## config.mk

```make
export PLATFORM = sky130hd
export DESIGN_NAME = async_packet_format
export DESIGN_NICKNAME = d
export VERILOG_FILES = /design/src/core/async_packet_pkg.sv /design/src/core/rx_store_if.sv /design/src/core/async_receive_fifo.sv /design/src/core/async_packet_format.sv
export SDC_FILE = /design/constraint.sdc
export NUM_CORES = 2
export LEC_CHECK = 0
export ABC_AREA = 1
export BUFFER_PORTS_ARGS = -buffer_cell sky130_fd_sc_hd__buf_2
export CAP_MARGIN = 10
export CORE_MARGIN = 5
export CORE_UTILIZATION = 40
export DETAILED_ROUTE_END_ITERATION = 16
export PLACE_DENSITY_LB_ADDON = 0.12
export SLEW_MARGIN = 0
export SYNTH_ARGS = -nofsm -noshare
export SYNTH_HDL_FRONTEND = slang
export SYNTH_SLANG_ARGS = --single-unit
```

## constraint.sdc

```tcl
create_clock -name clk -period 6.41 [get_ports clk]
set_input_delay 0.641 -clock clk [delete_from_list [all_inputs] [get_ports clk]]
set_output_delay 0.641 -clock clk [all_outputs]
set_load 0.05 [all_outputs]
```

## src/core/async_packet_pkg.sv

```systemverilog
package async_packet_pkg;

    // ==========================================
    // Widths and storage
    localparam int ADDR_W     = 8;       // Register port address width
    localparam int QUAD_W     = 32;      // One quadlet
    localparam int FIFO_DEPTH = 32;      // Receive store depth in quadlets
    localparam int FIFO_AW    = 5;       // Index width of the store
    localparam int CNT_W      = 16;      // Quadlet counters within a packet
    localparam int IRQ_W      = 5;       // Number of event bits

    // ==========================================
    // Register byte offsets
    localparam logic [ADDR_W-1:0] OFS_TX_CTRL  = 8'h00;
    localparam logic [ADDR_W-1:0] OFS_TX_BODY  = 8'h04;
    localparam logic [ADDR_W-1:0] OFS_TX_CHECK = 8'h08;
    localparam logic [ADDR_W-1:0] OFS_TX_GO    = 8'h0c;
    localparam logic [ADDR_W-1:0] OFS_RX_DATA  = 8'h10;
    localparam logic [ADDR_W-1:0] OFS_RX_STAT  = 8'h14;
    localparam logic [ADDR_W-1:0] OFS_NODE_CNT = 8'h18;
    localparam logic [ADDR_W-1:0] OFS_INT_STAT = 8'h1c;
    localparam logic [ADDR_W-1:0] OFS_INT_CLR  = 8'h20;
    localparam logic [ADDR_W-1:0] OFS_INT_EN   = 8'h24;

    // ==========================================
    // Reset values
    localparam logic [31:0]      RST_QUAD = 32'h0000_0000;
    localparam logic [IRQ_W-1:0] RST_IRQ  = 5'h00;
    localparam logic [5:0]       RST_NODE = 6'h00;

    // ==========================================
    // Event bit positions
    localparam int IRQ_RX_PKT  = 0;      // Packet plus status stored
    localparam int IRQ_RX_ERR  = 1;      // Status carried 0dh or 04h
    localparam int IRQ_TX_DONE = 2;      // Unformatted packet sent
    localparam int IRQ_TX_FMT  = 3;      // Unformatted packet refused
    localparam int IRQ_SELFID  = 4;      // Self-ID collection failed

    // ==========================================
    // Field positions
    localparam int SPD_LSB   = 16;       // Speed field, control/status
    localparam int TCODE_LSB = 4;        // Transaction code
    localparam int RT_LSB    = 8;        // Retry code
    localparam int BUS_LSB   = 22;       // Bus number of destination
    localparam int NODE_LSB  = 16;       // Node number of destination
    localparam int KIND_LSB  = 30;       // Unformatted packet identifier
    localparam int LEN_LSB   = 16;       // Data length in fourth quadlet

    // ==========================================
    // Codes
    localparam logic [3:0] TC_UNFMT     = 4'he;
    localparam logic [3:0] TC_WR_QUAD   = 4'h0;
    localparam logic [3:0] TC_WR_BLOCK  = 4'h1;
    localparam logic [3:0] TC_WR_RESP   = 4'h2;
    localparam logic [3:0] TC_RD_QUAD   = 4'h4;
    localparam logic [3:0] TC_RD_BLOCK  = 4'h5;
    localparam logic [3:0] TC_RESP_QUAD = 4'h6;
    localparam logic [3:0] TC_RESP_BLK  = 4'h7;
    localparam logic [3:0] TC_LOCK_REQ  = 4'h9;
    localparam logic [3:0] TC_LOCK_RESP = 4'hb;
    localparam logic [1:0] KIND_CONFIG  = 2'b00;
    localparam logic [1:0] KIND_LINKON  = 2'b01;
    localparam logic [1:0] RT_FIRST     = 2'b00;
    localparam logic [1:0] SPD_RSVD     = 2'b11;
    localparam logic [3:0] ACK_DATA_ERR = 4'hd;
    localparam logic [3:0] ACK_FULL     = 4'h4;
    localparam logic [9:0] BUS_LOCAL    = 10'h000;
    localparam logic [5:0] NODE_BCAST   = 6'h3f;
    localparam logic [5:0] NODE_MAX     = 6'h3f;
    localparam logic [2:0] HDR_NODATA   = 3'd3;
    localparam logic [2:0] HDR_QUAD     = 3'd4;

endpackage

```

## src/core/rx_store_if.sv

```systemverilog
`timescale 1ns/100ps
// Write side and read side of the receive store
interface rx_store_if;
    logic                                  push;      // Write one quadlet
    logic [async_packet_pkg::QUAD_W-1:0]   push_data; // Quadlet written
    logic                                  full;      // No room left
    logic                                  pop;       // Drop the head
    logic [async_packet_pkg::QUAD_W-1:0]   head;      // Oldest quadlet
    logic                                  empty;     // Nothing stored
    logic [async_packet_pkg::FIFO_AW:0]    level;     // Quadlets stored
    modport user  (output push, push_data, pop,
                   input  full, head, empty, level);
    modport store (input  push, push_data, pop,
                   output full, head, empty, level);
endinterface

```

## src/core/async_receive_fifo.sv

```systemverilog
`timescale 1ns/100ps
module async_receive_fifo (
    input  logic   clk,
    input  logic   reset,
    rx_store_if.store port
);
    import async_packet_pkg::*;

    // ==========================================
    // Storage
    logic [QUAD_W-1:0]  mem [FIFO_DEPTH];  // Quadlet cells
    logic [FIFO_AW-1:0] wr_reg;            // Next cell to write
    logic [FIFO_AW-1:0] rd_reg;            // Cell at the head
    logic [FIFO_AW:0]   level_reg;         // Quadlets held
    logic               do_push;           // Write accepted
    logic               do_pop;            // Read accepted

    assign do_push    = port.push && !port.full;
    assign do_pop     = port.pop && !port.empty;
    assign port.full  = (level_reg == (FIFO_AW+1)'(FIFO_DEPTH));
    assign port.empty = (level_reg == '0);
    assign port.head  = mem[rd_reg];
    assign port.level = level_reg;

    // Cell writes, no reset needed on data
    always_ff @(posedge clk) begin
        if (do_push) begin
            mem[wr_reg] <= port.push_data;
        end
    end

    // Pointers and fill level
    always_ff @(posedge clk) begin
        if (reset) begin
            wr_reg    <= '0;
            rd_reg    <= '0;
            level_reg <= '0;
        end else begin
            if (do_push) begin
                wr_reg <= wr_reg + 1'b1;
            end
            if (do_pop) begin
                rd_reg <= rd_reg + 1'b1;
            end
            // Simultaneous push and pop leave the level alone
            if (do_push && !do_pop) begin
                level_reg <= level_reg + 1'b1;
            end else if (do_pop && !do_push) begin
                level_reg <= level_reg - 1'b1;
            end
        end
    end

endmodule

```

## src/core/async_packet_format.sv

```systemverilog
// Our own choices: the strobed register port and the register addresses.
`timescale 1ns/100ps
module async_packet_format (
    input  logic                                clk,
    input  logic                                reset,
    input  logic [async_packet_pkg::ADDR_W-1:0] addr,
    input  logic [31:0]                         wdata,
    input  logic                                wr,
    input  logic                                rd,
    output logic [31:0]                         rdata,
    output logic                                irq,
    output logic                                tx_valid,
    output logic [31:0]                         tx_data,
    output logic                                tx_last,
    input  logic                                tx_ready,
    input  logic                                rx_valid,
    input  logic [31:0]                         rx_data,
    input  logic                                rx_last,
    input  logic [1:0]                          rx_spd,
    input  logic [3:0]                          rx_ack,
    input  logic                                rx_crc_err,
    input  logic                                bus_reset,
    input  logic                                selfid_valid,
    input  logic                                selfid_error
);
    import async_packet_pkg::*;

    // ==========================================
    // Helpers

    // Header quadlets stored ahead of any data
    function automatic logic [2:0] hdr_quads(input logic [3:0] tc);
        unique case (tc)
            TC_RD_QUAD, TC_WR_RESP: hdr_quads = HDR_NODATA;
            default:                hdr_quads = HDR_QUAD;
        endcase
    endfunction

    // Block class codes carry data after the fourth quadlet
    function automatic logic is_block(input logic [3:0] tc);
        is_block = (tc == TC_WR_BLOCK) || (tc == TC_RESP_BLK) ||
                   (tc == TC_LOCK_REQ) || (tc == TC_LOCK_RESP);
    endfunction

    // Byte count rounded up to quadlets
    function automatic logic [CNT_W-1:0] quad_count(input logic [15:0] n);
        logic [16:0] sum;
        sum        = {1'b0, n} + 17'd3;
        quad_count = CNT_W'(sum[16:2]);
    endfunction

    // ==========================================
    // Register file state
    logic [1:0]       tx_spd_reg;     // Transmit speed
    logic [3:0]       tx_prio_reg;    // Transmit priority
    logic [31:0]      tx_body_reg;    // Second quadlet
    logic [31:0]      tx_check_reg;   // Third quadlet, host inverted
    logic [IRQ_W-1:0] int_stat_reg;   // Sticky events
    logic [IRQ_W-1:0] int_en_reg;     // Event enables
    logic [IRQ_W-1:0] ev;             // Events this cycle
    logic [5:0]       node_cnt_reg;   // Self-ID packets counted
    logic             collect_reg;    // Self-ID collection open
    logic             sid_fail_reg;   // Collection aborted
    logic             last_bcast_reg; // Last packet was broadcast
    logic             last_local_reg; // Last packet was local bus
    logic [1:0]       last_rt_reg;    // Retry code of last packet
    logic             last_retry_reg; // Last packet was a retry
    logic [1:0]       last_kind_reg;  // Kind of last transmit

    // Decoded strobes
    logic wr_go;                      // Transmit start request
    logic rd_pop;                     // Receive store read

    assign wr_go  = wr && (addr == OFS_TX_GO);
    assign rd_pop = rd && (addr == OFS_RX_DATA);

    // Receive store
    rx_store_if store_bus ();

    async_receive_fifo u_store (
        .clk   (clk),
        .reset (reset),
        .port  (store_bus)
    );

    assign store_bus.pop = rd_pop;

    // ==========================================
    // Software writable registers
    always_ff @(posedge clk) begin
        if (reset) begin
            tx_spd_reg   <= '0;
            tx_prio_reg  <= '0;
            tx_body_reg  <= RST_QUAD;
            tx_check_reg <= RST_QUAD;
            int_en_reg   <= RST_IRQ;
        end else if (wr) begin
            unique case (addr)
                OFS_TX_CTRL: begin
                    tx_spd_reg  <= wdata[SPD_LSB+:2];
                    tx_prio_reg <= wdata[3:0];
                end
                OFS_TX_BODY:  tx_body_reg  <= wdata;
                OFS_TX_CHECK: tx_check_reg <= wdata;
                OFS_INT_EN:   int_en_reg   <= wdata[IRQ_W-1:0];
                default: ;
            endcase
        end
    end

    // ==========================================
    // Transmit of unformatted packets
    typedef enum logic [3:0] {
        TX_IDLE  = 4'b0001,
        TX_CTRL  = 4'b0010,
        TX_BODY  = 4'b0100,
        TX_CHECK = 4'b1000
    } tx_state_t;

    tx_state_t tx_state_reg;          // Current transmit step
    logic      tx_ok;                 // Body has a legal layout
    logic [1:0] tx_kind;              // Identifier bits of body

    assign tx_kind = tx_body_reg[KIND_LSB+:2];
    // Config needs kind 00; link-on needs kind 01 and zero tail
    assign tx_ok = (tx_kind == KIND_CONFIG) ||
                   ((tx_kind == KIND_LINKON) &&
                    (tx_body_reg[23:0] == 24'h000000));
    assign tx_valid = (tx_state_reg != TX_IDLE);
    assign tx_last  = (tx_state_reg == TX_CHECK);

    // Quadlet sequencer, body words leave unchanged
    always_ff @(posedge clk) begin
        if (reset) begin
            tx_state_reg  <= TX_IDLE;
            tx_data       <= RST_QUAD;
            last_kind_reg <= '0;
        end else begin
            unique case (tx_state_reg)
                TX_IDLE: begin
                    // A start while busy is simply ignored
                    if (wr_go && wdata[0] && tx_ok) begin
                        tx_state_reg  <= TX_CTRL;
                        last_kind_reg <= tx_kind;
                        // Control quadlet, nothing appended later
                        tx_data <= {14'h0000, tx_spd_reg, 8'h00,
                                    TC_UNFMT, tx_prio_reg};
                    end
                end
                TX_CTRL: begin
                    if (tx_ready) begin
                        tx_state_reg <= TX_BODY;
                        // Root, gap bits travel as written
                        tx_data      <= tx_body_reg;
                    end
                end
                TX_BODY: begin
                    if (tx_ready) begin
                        tx_state_reg <= TX_CHECK;
                        tx_data      <= tx_check_reg;
                    end
                end
                TX_CHECK: begin
                    // No CRC word follows the check quadlet
                    if (tx_ready) begin
                        tx_state_reg <= TX_IDLE;
                    end
                end
            endcase
        end
    end

    // ==========================================
    // Receive formatting
    typedef enum logic [1:0] {
        RX_COLLECT = 2'b01,
        RX_STATUS  = 2'b10
    } rx_state_t;

    rx_state_t        rx_state_reg;   // Collecting or status pending
    logic [CNT_W-1:0] rx_idx_reg;     // Quadlet index in packet
    logic [2:0]       hdr_reg;        // Header quadlets of packet
    logic [3:0]       tc_reg;         // Transaction code of packet
    logic [CNT_W-1:0] dq_reg;         // Data quadlets of packet
    logic             ovf_reg;        // Quadlet dropped in packet
    logic [31:0]      status_reg;     // Pending status quadlet
    logic [2:0]       cur_hdr;        // Header length in effect
    logic [CNT_W-1:0] cur_dq;         // Data length in effect
    logic [CNT_W-1:0] total;          // Quadlets expected to store
    logic [CNT_W-1:0] seen;           // Quadlets received so far
    logic             want;           // Quadlet belongs in store
    logic             rx_push;        // Stream quadlet written
    logic             drop;           // Stream quadlet lost
    logic             st_push;        // Status quadlet written
    logic [3:0]       ack_out;        // Ack code put in status

    always_comb begin
        cur_hdr = hdr_reg;
        cur_dq  = dq_reg;
        if (rx_idx_reg == '0) begin
            cur_hdr = hdr_quads(rx_data[TCODE_LSB+:4]);
            cur_dq  = '0;
        end else if ((rx_idx_reg == CNT_W'(3)) && is_block(tc_reg)) begin
            // Zero length gives zero data quadlets
            cur_dq = quad_count(rx_data[LEN_LSB+:16]);
        end
    end

    assign total   = CNT_W'(cur_hdr) + cur_dq;
    assign seen    = rx_idx_reg + 1'b1;
    // Header then data words; surplus quadlets never stored
    assign want    = rx_valid && (rx_idx_reg < total);
    assign st_push = (rx_state_reg == RX_STATUS) && !store_bus.full;
    assign rx_push = want && !st_push && !store_bus.full;
    assign drop    = want && !rx_push;

    // Data quadlets pass as received, first byte in [31:24]
    assign store_bus.push      = rx_push || st_push;
    assign store_bus.push_data = st_push ? status_reg : rx_data;

    // Link ack, or own code for length, CRC or overflow trouble
    always_comb begin
        if (ovf_reg || drop) begin
            ack_out = ACK_FULL;
        end else if (rx_crc_err || (seen != total)) begin
            ack_out = ACK_DATA_ERR;
        end else begin
            ack_out = rx_ack;
        end
    end

    // Packet walker and status builder
    always_ff @(posedge clk) begin
        if (reset) begin
            rx_state_reg <= RX_COLLECT;
            rx_idx_reg   <= '0;
            hdr_reg      <= HDR_QUAD;
            tc_reg       <= '0;
            dq_reg       <= '0;
            ovf_reg      <= 1'b0;
            status_reg   <= RST_QUAD;
        end else begin
            if (st_push) begin
                rx_state_reg <= RX_COLLECT;
            end
            if (rx_valid) begin
                hdr_reg <= cur_hdr;
                dq_reg  <= cur_dq;
                if (rx_idx_reg == '0) begin
                    tc_reg <= rx_data[TCODE_LSB+:4];
                end
                if (rx_last) begin
                    rx_idx_reg   <= '0;
                    ovf_reg      <= 1'b0;
                    rx_state_reg <= RX_STATUS;
                    // Speed code kept as received, 11 included
                    status_reg <= {14'h0000, rx_spd, 12'h000,
                                   ack_out};
                end else begin
                    rx_idx_reg <= seen;
                    if (drop) begin
                        ovf_reg <= 1'b1;
                    end
                end
            end
        end
    end

    // Destination and retry of each new header
    always_ff @(posedge clk) begin
        if (reset) begin
            last_bcast_reg <= 1'b0;
            last_local_reg <= 1'b0;
            last_rt_reg    <= RT_FIRST;
            last_retry_reg <= 1'b0;
        end else if (rx_valid && (rx_idx_reg == '0)) begin
            last_local_reg <= (rx_data[BUS_LSB+:10] == BUS_LOCAL);
            last_bcast_reg <= (rx_data[NODE_LSB+:6] == NODE_BCAST);
            last_rt_reg    <= rx_data[RT_LSB+:2];
            last_retry_reg <= (rx_data[RT_LSB+:2] != RT_FIRST);
        end
    end

    // ==========================================
    // Self-ID collection
    always_ff @(posedge clk) begin
        if (reset) begin
            node_cnt_reg <= RST_NODE;
            collect_reg  <= 1'b0;
            sid_fail_reg <= 1'b0;
        end else if (bus_reset) begin
            node_cnt_reg <= RST_NODE;
            collect_reg  <= 1'b1;
            sid_fail_reg <= 1'b0;
        end else if (collect_reg && selfid_error) begin
            // Abort at once so software sees a zero count
            node_cnt_reg <= RST_NODE;
            collect_reg  <= 1'b0;
            sid_fail_reg <= 1'b1;
        end else if (collect_reg && selfid_valid &&
                     (node_cnt_reg != NODE_MAX)) begin
            node_cnt_reg <= node_cnt_reg + 1'b1;
        end
    end

    // ==========================================
    // Events and interrupt
    always_comb begin
        ev              = '0;
        ev[IRQ_RX_PKT]  = st_push;
        ev[IRQ_RX_ERR]  = st_push &&
                          ((status_reg[3:0] == ACK_DATA_ERR) ||
                           (status_reg[3:0] == ACK_FULL));
        ev[IRQ_TX_DONE] = (tx_state_reg == TX_CHECK) && tx_ready;
        ev[IRQ_TX_FMT]  = (tx_state_reg == TX_IDLE) && wr_go &&
                          wdata[0] && !tx_ok;
        ev[IRQ_SELFID]  = collect_reg && selfid_error && !bus_reset;
    end

    // Sticky bits, a new event beats a clear in the same cycle
    always_ff @(posedge clk) begin
        if (reset) begin
            int_stat_reg <= RST_IRQ;
        end else begin
            if (wr && (addr == OFS_INT_CLR)) begin
                int_stat_reg <= (int_stat_reg & ~wdata[IRQ_W-1:0]) | ev;
            end else begin
                int_stat_reg <= int_stat_reg | ev;
            end
        end
    end

    assign irq = |(int_stat_reg & int_en_reg);

    // ==========================================
    // Read data, valid the cycle after the strobe
    always_ff @(posedge clk) begin
        if (reset) begin
            rdata <= RST_QUAD;
        end else if (rd) begin
            unique case (addr)
                OFS_TX_CTRL:  rdata <= {14'h0000, tx_spd_reg, 12'h000,
                                        tx_prio_reg};
                OFS_TX_BODY:  rdata <= tx_body_reg;
                OFS_TX_CHECK: rdata <= tx_check_reg;
                OFS_TX_GO:    rdata <= {28'h0000000, last_kind_reg,
                                        1'b0, tx_valid};
                // Reading an empty store returns zero
                OFS_RX_DATA:  rdata <= store_bus.empty ? RST_QUAD
                                                       : store_bus.head;
                OFS_RX_STAT:  rdata <= {11'h000, last_retry_reg,
                                        last_rt_reg, last_local_reg,
                                        last_bcast_reg, 7'h00,
                                        store_bus.level,
                                        1'b0, store_bus.full,
                                        store_bus.empty};
                OFS_NODE_CNT: rdata <= {22'h000000, collect_reg,
                                        sid_fail_reg, 2'b00,
                                        node_cnt_reg};
                OFS_INT_STAT: rdata <= {27'h0000000, int_stat_reg};
                OFS_INT_EN:   rdata <= {27'h0000000, int_en_reg};
                default:      rdata <= RST_QUAD;
            endcase
        end
    end

endmodule

```

==> flow_summary.ini <==
[final_layout]
fin_cells = 6618
final_net_count = 4896
mostFrequentLayoutCell = edfxtp_1
regMostFlops = u_store.mem
n_antenna_cell = 0
final_layout_size_suffix_gt1_share_pct = 13.0
area_delta_synth_final_pct = 15.2
nFillCells = 12000
largest_reg_flops = 1024
fin_util_pct = 46.3
layout_common_cells = edfxtp_1, nor2_1, o21ai_0, nand2_1, nand3_1

[global_route]
grt_pass1_wl_mm = 240
grt_pass1_vias = 35100
track_usage_pct = 23.6
grt_overflow = 0
grt_antenna_before_repair = 4
grt_max_degree = 151

[clocking]
cts_max_level = 4
cts_tree = yes
clk_latency_ps = 760
hold_buffers = 0
cts_buffers = 139
root_buffer = clkbuf_16
clk_path_buf_depth = 3
path_clk_slew_ps = 60
clock_sinks = 1256

[critical_path]
cp-startpoint = rx_idx_reg[7]$_SDFFE_PP0P_
worstPathMaxFanout = 7
crit_type = flip-flop to flip-flop
path_buf_inv = 7
r2r-end = u_store.port.level[5]$_SDFFE_PP0P_
critPathRequiredTime_ps = 7050
critPathLaunchType = flip-flop
rrSetupSlack_ps = 490
cp_slowest_cell = fa_1
crit_family = simple AND/OR/NAND/NOR gates
max_stage_delay_ps = 440
worst_r2r_startpoint = rx_idx_reg[7]$_SDFFE_PP0P_
reg2reg_depth = 39
worstPathArrival_ps = 6550
crit_path_end_kind = flip-flop

[hold_path]
hold_path.startpoint = rx_ack[1]
hold_end = status_reg[1]$_SDFFE_PP0P_
hold_path.class = primary input to flip-flop
holdPathStages = 3

[placed_design]
portBuffers = 155
gp_congestion = 0.876
dp_cells = 6366
dp_hpwl_mm = 99.6

[sta]
slew_headroom_pct = 19.0
finalSetupViolations = 0
timing.setup.tns_ps = 0
max_freq_ghz = 0.169
min_period_over_period_pct = 92.3
fin_worst_skew_ps = 24.2
layout_min_cycle_time_ps = 5920
tightest_slew_ps = 1210
hold_viol = 0
slew_violations = 0
holdWs_ps = 131

[yosys]
synth_area_um2 = 51900
ys_seq_elements = 1256
ys.flop_type = edfxtp_1
yosys_warnings = 0
synthArstFlopShare_pct = 0
synth_top_area_share_pct = 59.2
synth_edf_count = 1024
synth_cell_type_count = 56
yosysSeqAreaShare_pct = 68.2
synthCells = 4615
syn-num-nets = 4738
synth.avg_cell_area_um2 = 11.2
yosysTopAreaCell = edfxtp_1
synth_area_leaders = edfxtp_1, dfxtp_1, o21ai_0, nor2_1, o221ai_1

[pwr]
ir_worst_vdd_mv = 0.248
power_leakage_nw = 20.4
finalPower_w = 0.0181
power_density_nw_per_um2 = 303

[die]
dieHeight_um = 370
coreArea_um2 = 129000
ios = 156
fp-row-count = 132
dieArea_um2 = 137000
fp.dieW_um = 370
start_util_pct = 40.2

[detailed_routing]
first_iter_violations = 3906
drc = 0
routed_wl_mm = 166
dr.pass1.iters = 7
avgRoutedWirePerCell_um = 25.0
num_vias = 37200
vias_per_cell = 5.62
drtAntennaViolNets = 0

[flow_run]
cap_violations = 0

[outcome]
status = finished clean
==> worst reg2reg max path: cells and delay by family (launching register included) <==
kind            cells  cell delay [ps]
simple gates       19             2310
fa+ha+maj           5             1500
compound gates      8             1060
buf+inv             7              550
flops               1              370
==> power by group <==
group	leakage [nW]	switching [W]	internal, W
sequential	11.1	0.0000746	0.00903
combinational	7.22	0.00107	0.000342
clock	2.11	0.00321	0.00440
total	20.4	0.00436	0.0138
==> cells in the mapped netlist, types with 2 or more instances <==
cell type  number
a21oi_2         3
nor2_2         12
buf_6           2
nand2_2         6
edfxtp_1     1024
nand2_4         2
a31oi_1         6
nor4_1          7
ha_1           32
xor2_1          9
a41oi_1         4
nor2_8          2
o2111ai_1       8
inv_1         233
o211ai_1       76
or2_2           2
a221oi_1        5
buf_1          16
buf_2          10
nand3_4         2
nor3_1         12
and2_1          2
nand3_2         4
inv_2           9
dfxtp_1       232
nand3_1       245
nand4_1        22
buf_4           2
clkbuf_1      263
a2111oi_0       2
nor2_4          9
o22ai_1       100
a211oi_1        4
nand2_1       389
a21oi_1       200
o221ai_1      202
o21ai_0       687
xnor2_1         3
fa_1            2
clkinv_1        7
nor2_1        741
a22o_1          2
a21o_1          2
==> cells by family (layout without fill, tap and decap cells) <==
kind of cell | after synthesis | in the layout | synth area share (%)
DFF | 1256 | 1256 | 68.2
and+or+nand+nor | 1462 | 1462 | 11.8
adders and majority gates | 34 | 34 | 0.849
buffers and inverters | 544 | 805 | 4.01
xor gates and xnor gates | 12 | 12 | 0.203
AOI/OAI and AO/OA | 1307 | 1307 | 14.9
==> metrics by stage <==
step	setup slack, ps	cell area (um^2)
2_1_floorplan	17.7	51900
3_3_place_gp	247	55400
3_5_place_dp	199	55400
4_1_cts	180	59700
5_1_grt	-6.73	59800
6_report	494	59800
==> worst max-delay path by stage <==
stage / end / slack (ps) / cells after the start
after CTS: u_store.port.level[5]$_SDFFE_PP0P_ / 180 / 42
after global placement: u_store.port.level[5]$_SDFFE_PP0P_ / 250 / 44
final: u_store.port.level[5]$_SDFFE_PP0P_ / 490 / 39
after detailed placement: u_store.port.level[5]$_SDFFE_PP0P_ / 200 / 42
after global routing: u_store.port.level[5]$_SDFFE_PP0P_ / -7 / 40
after floorplan: u_store.mem[31][0]$_DFFE_PP_ / 20 / 32
==> routing by layer <==
layer / share of wire [%] / wire length [um] / track usage (%)
met1: 45 / 73800 / 33.7
met2: 46 / 75700 / 36.8
met3: 7.0 / 11600 / 4.57
met4: 2.7 / 4450 / 6.97
met5: 0 / 0 / 0
==> layout make-up <==
type / count / area (um^2) / area share, %
multi-input cells: 2815 / 14800 / 24.8
clock buffers: 177 / 3740 / 6.25
flip-flops and latches: 1256 / 35400 / 59.2
clock inverters: 67 / 546 / 0.912
well taps: 1742 / 2180 / 3.64
repair buffers: 311 / 2160 / 3.62
inverters: 250 / 961 / 1.61
==> what timing repair did <==
action                                  CTS  global route
resized for setup                         0            14
setup buffers                             0             6
endpoints found under the setup margin    0            69
hold endpoints to repair                  0             0
Power figures use the tool's default switching activity.
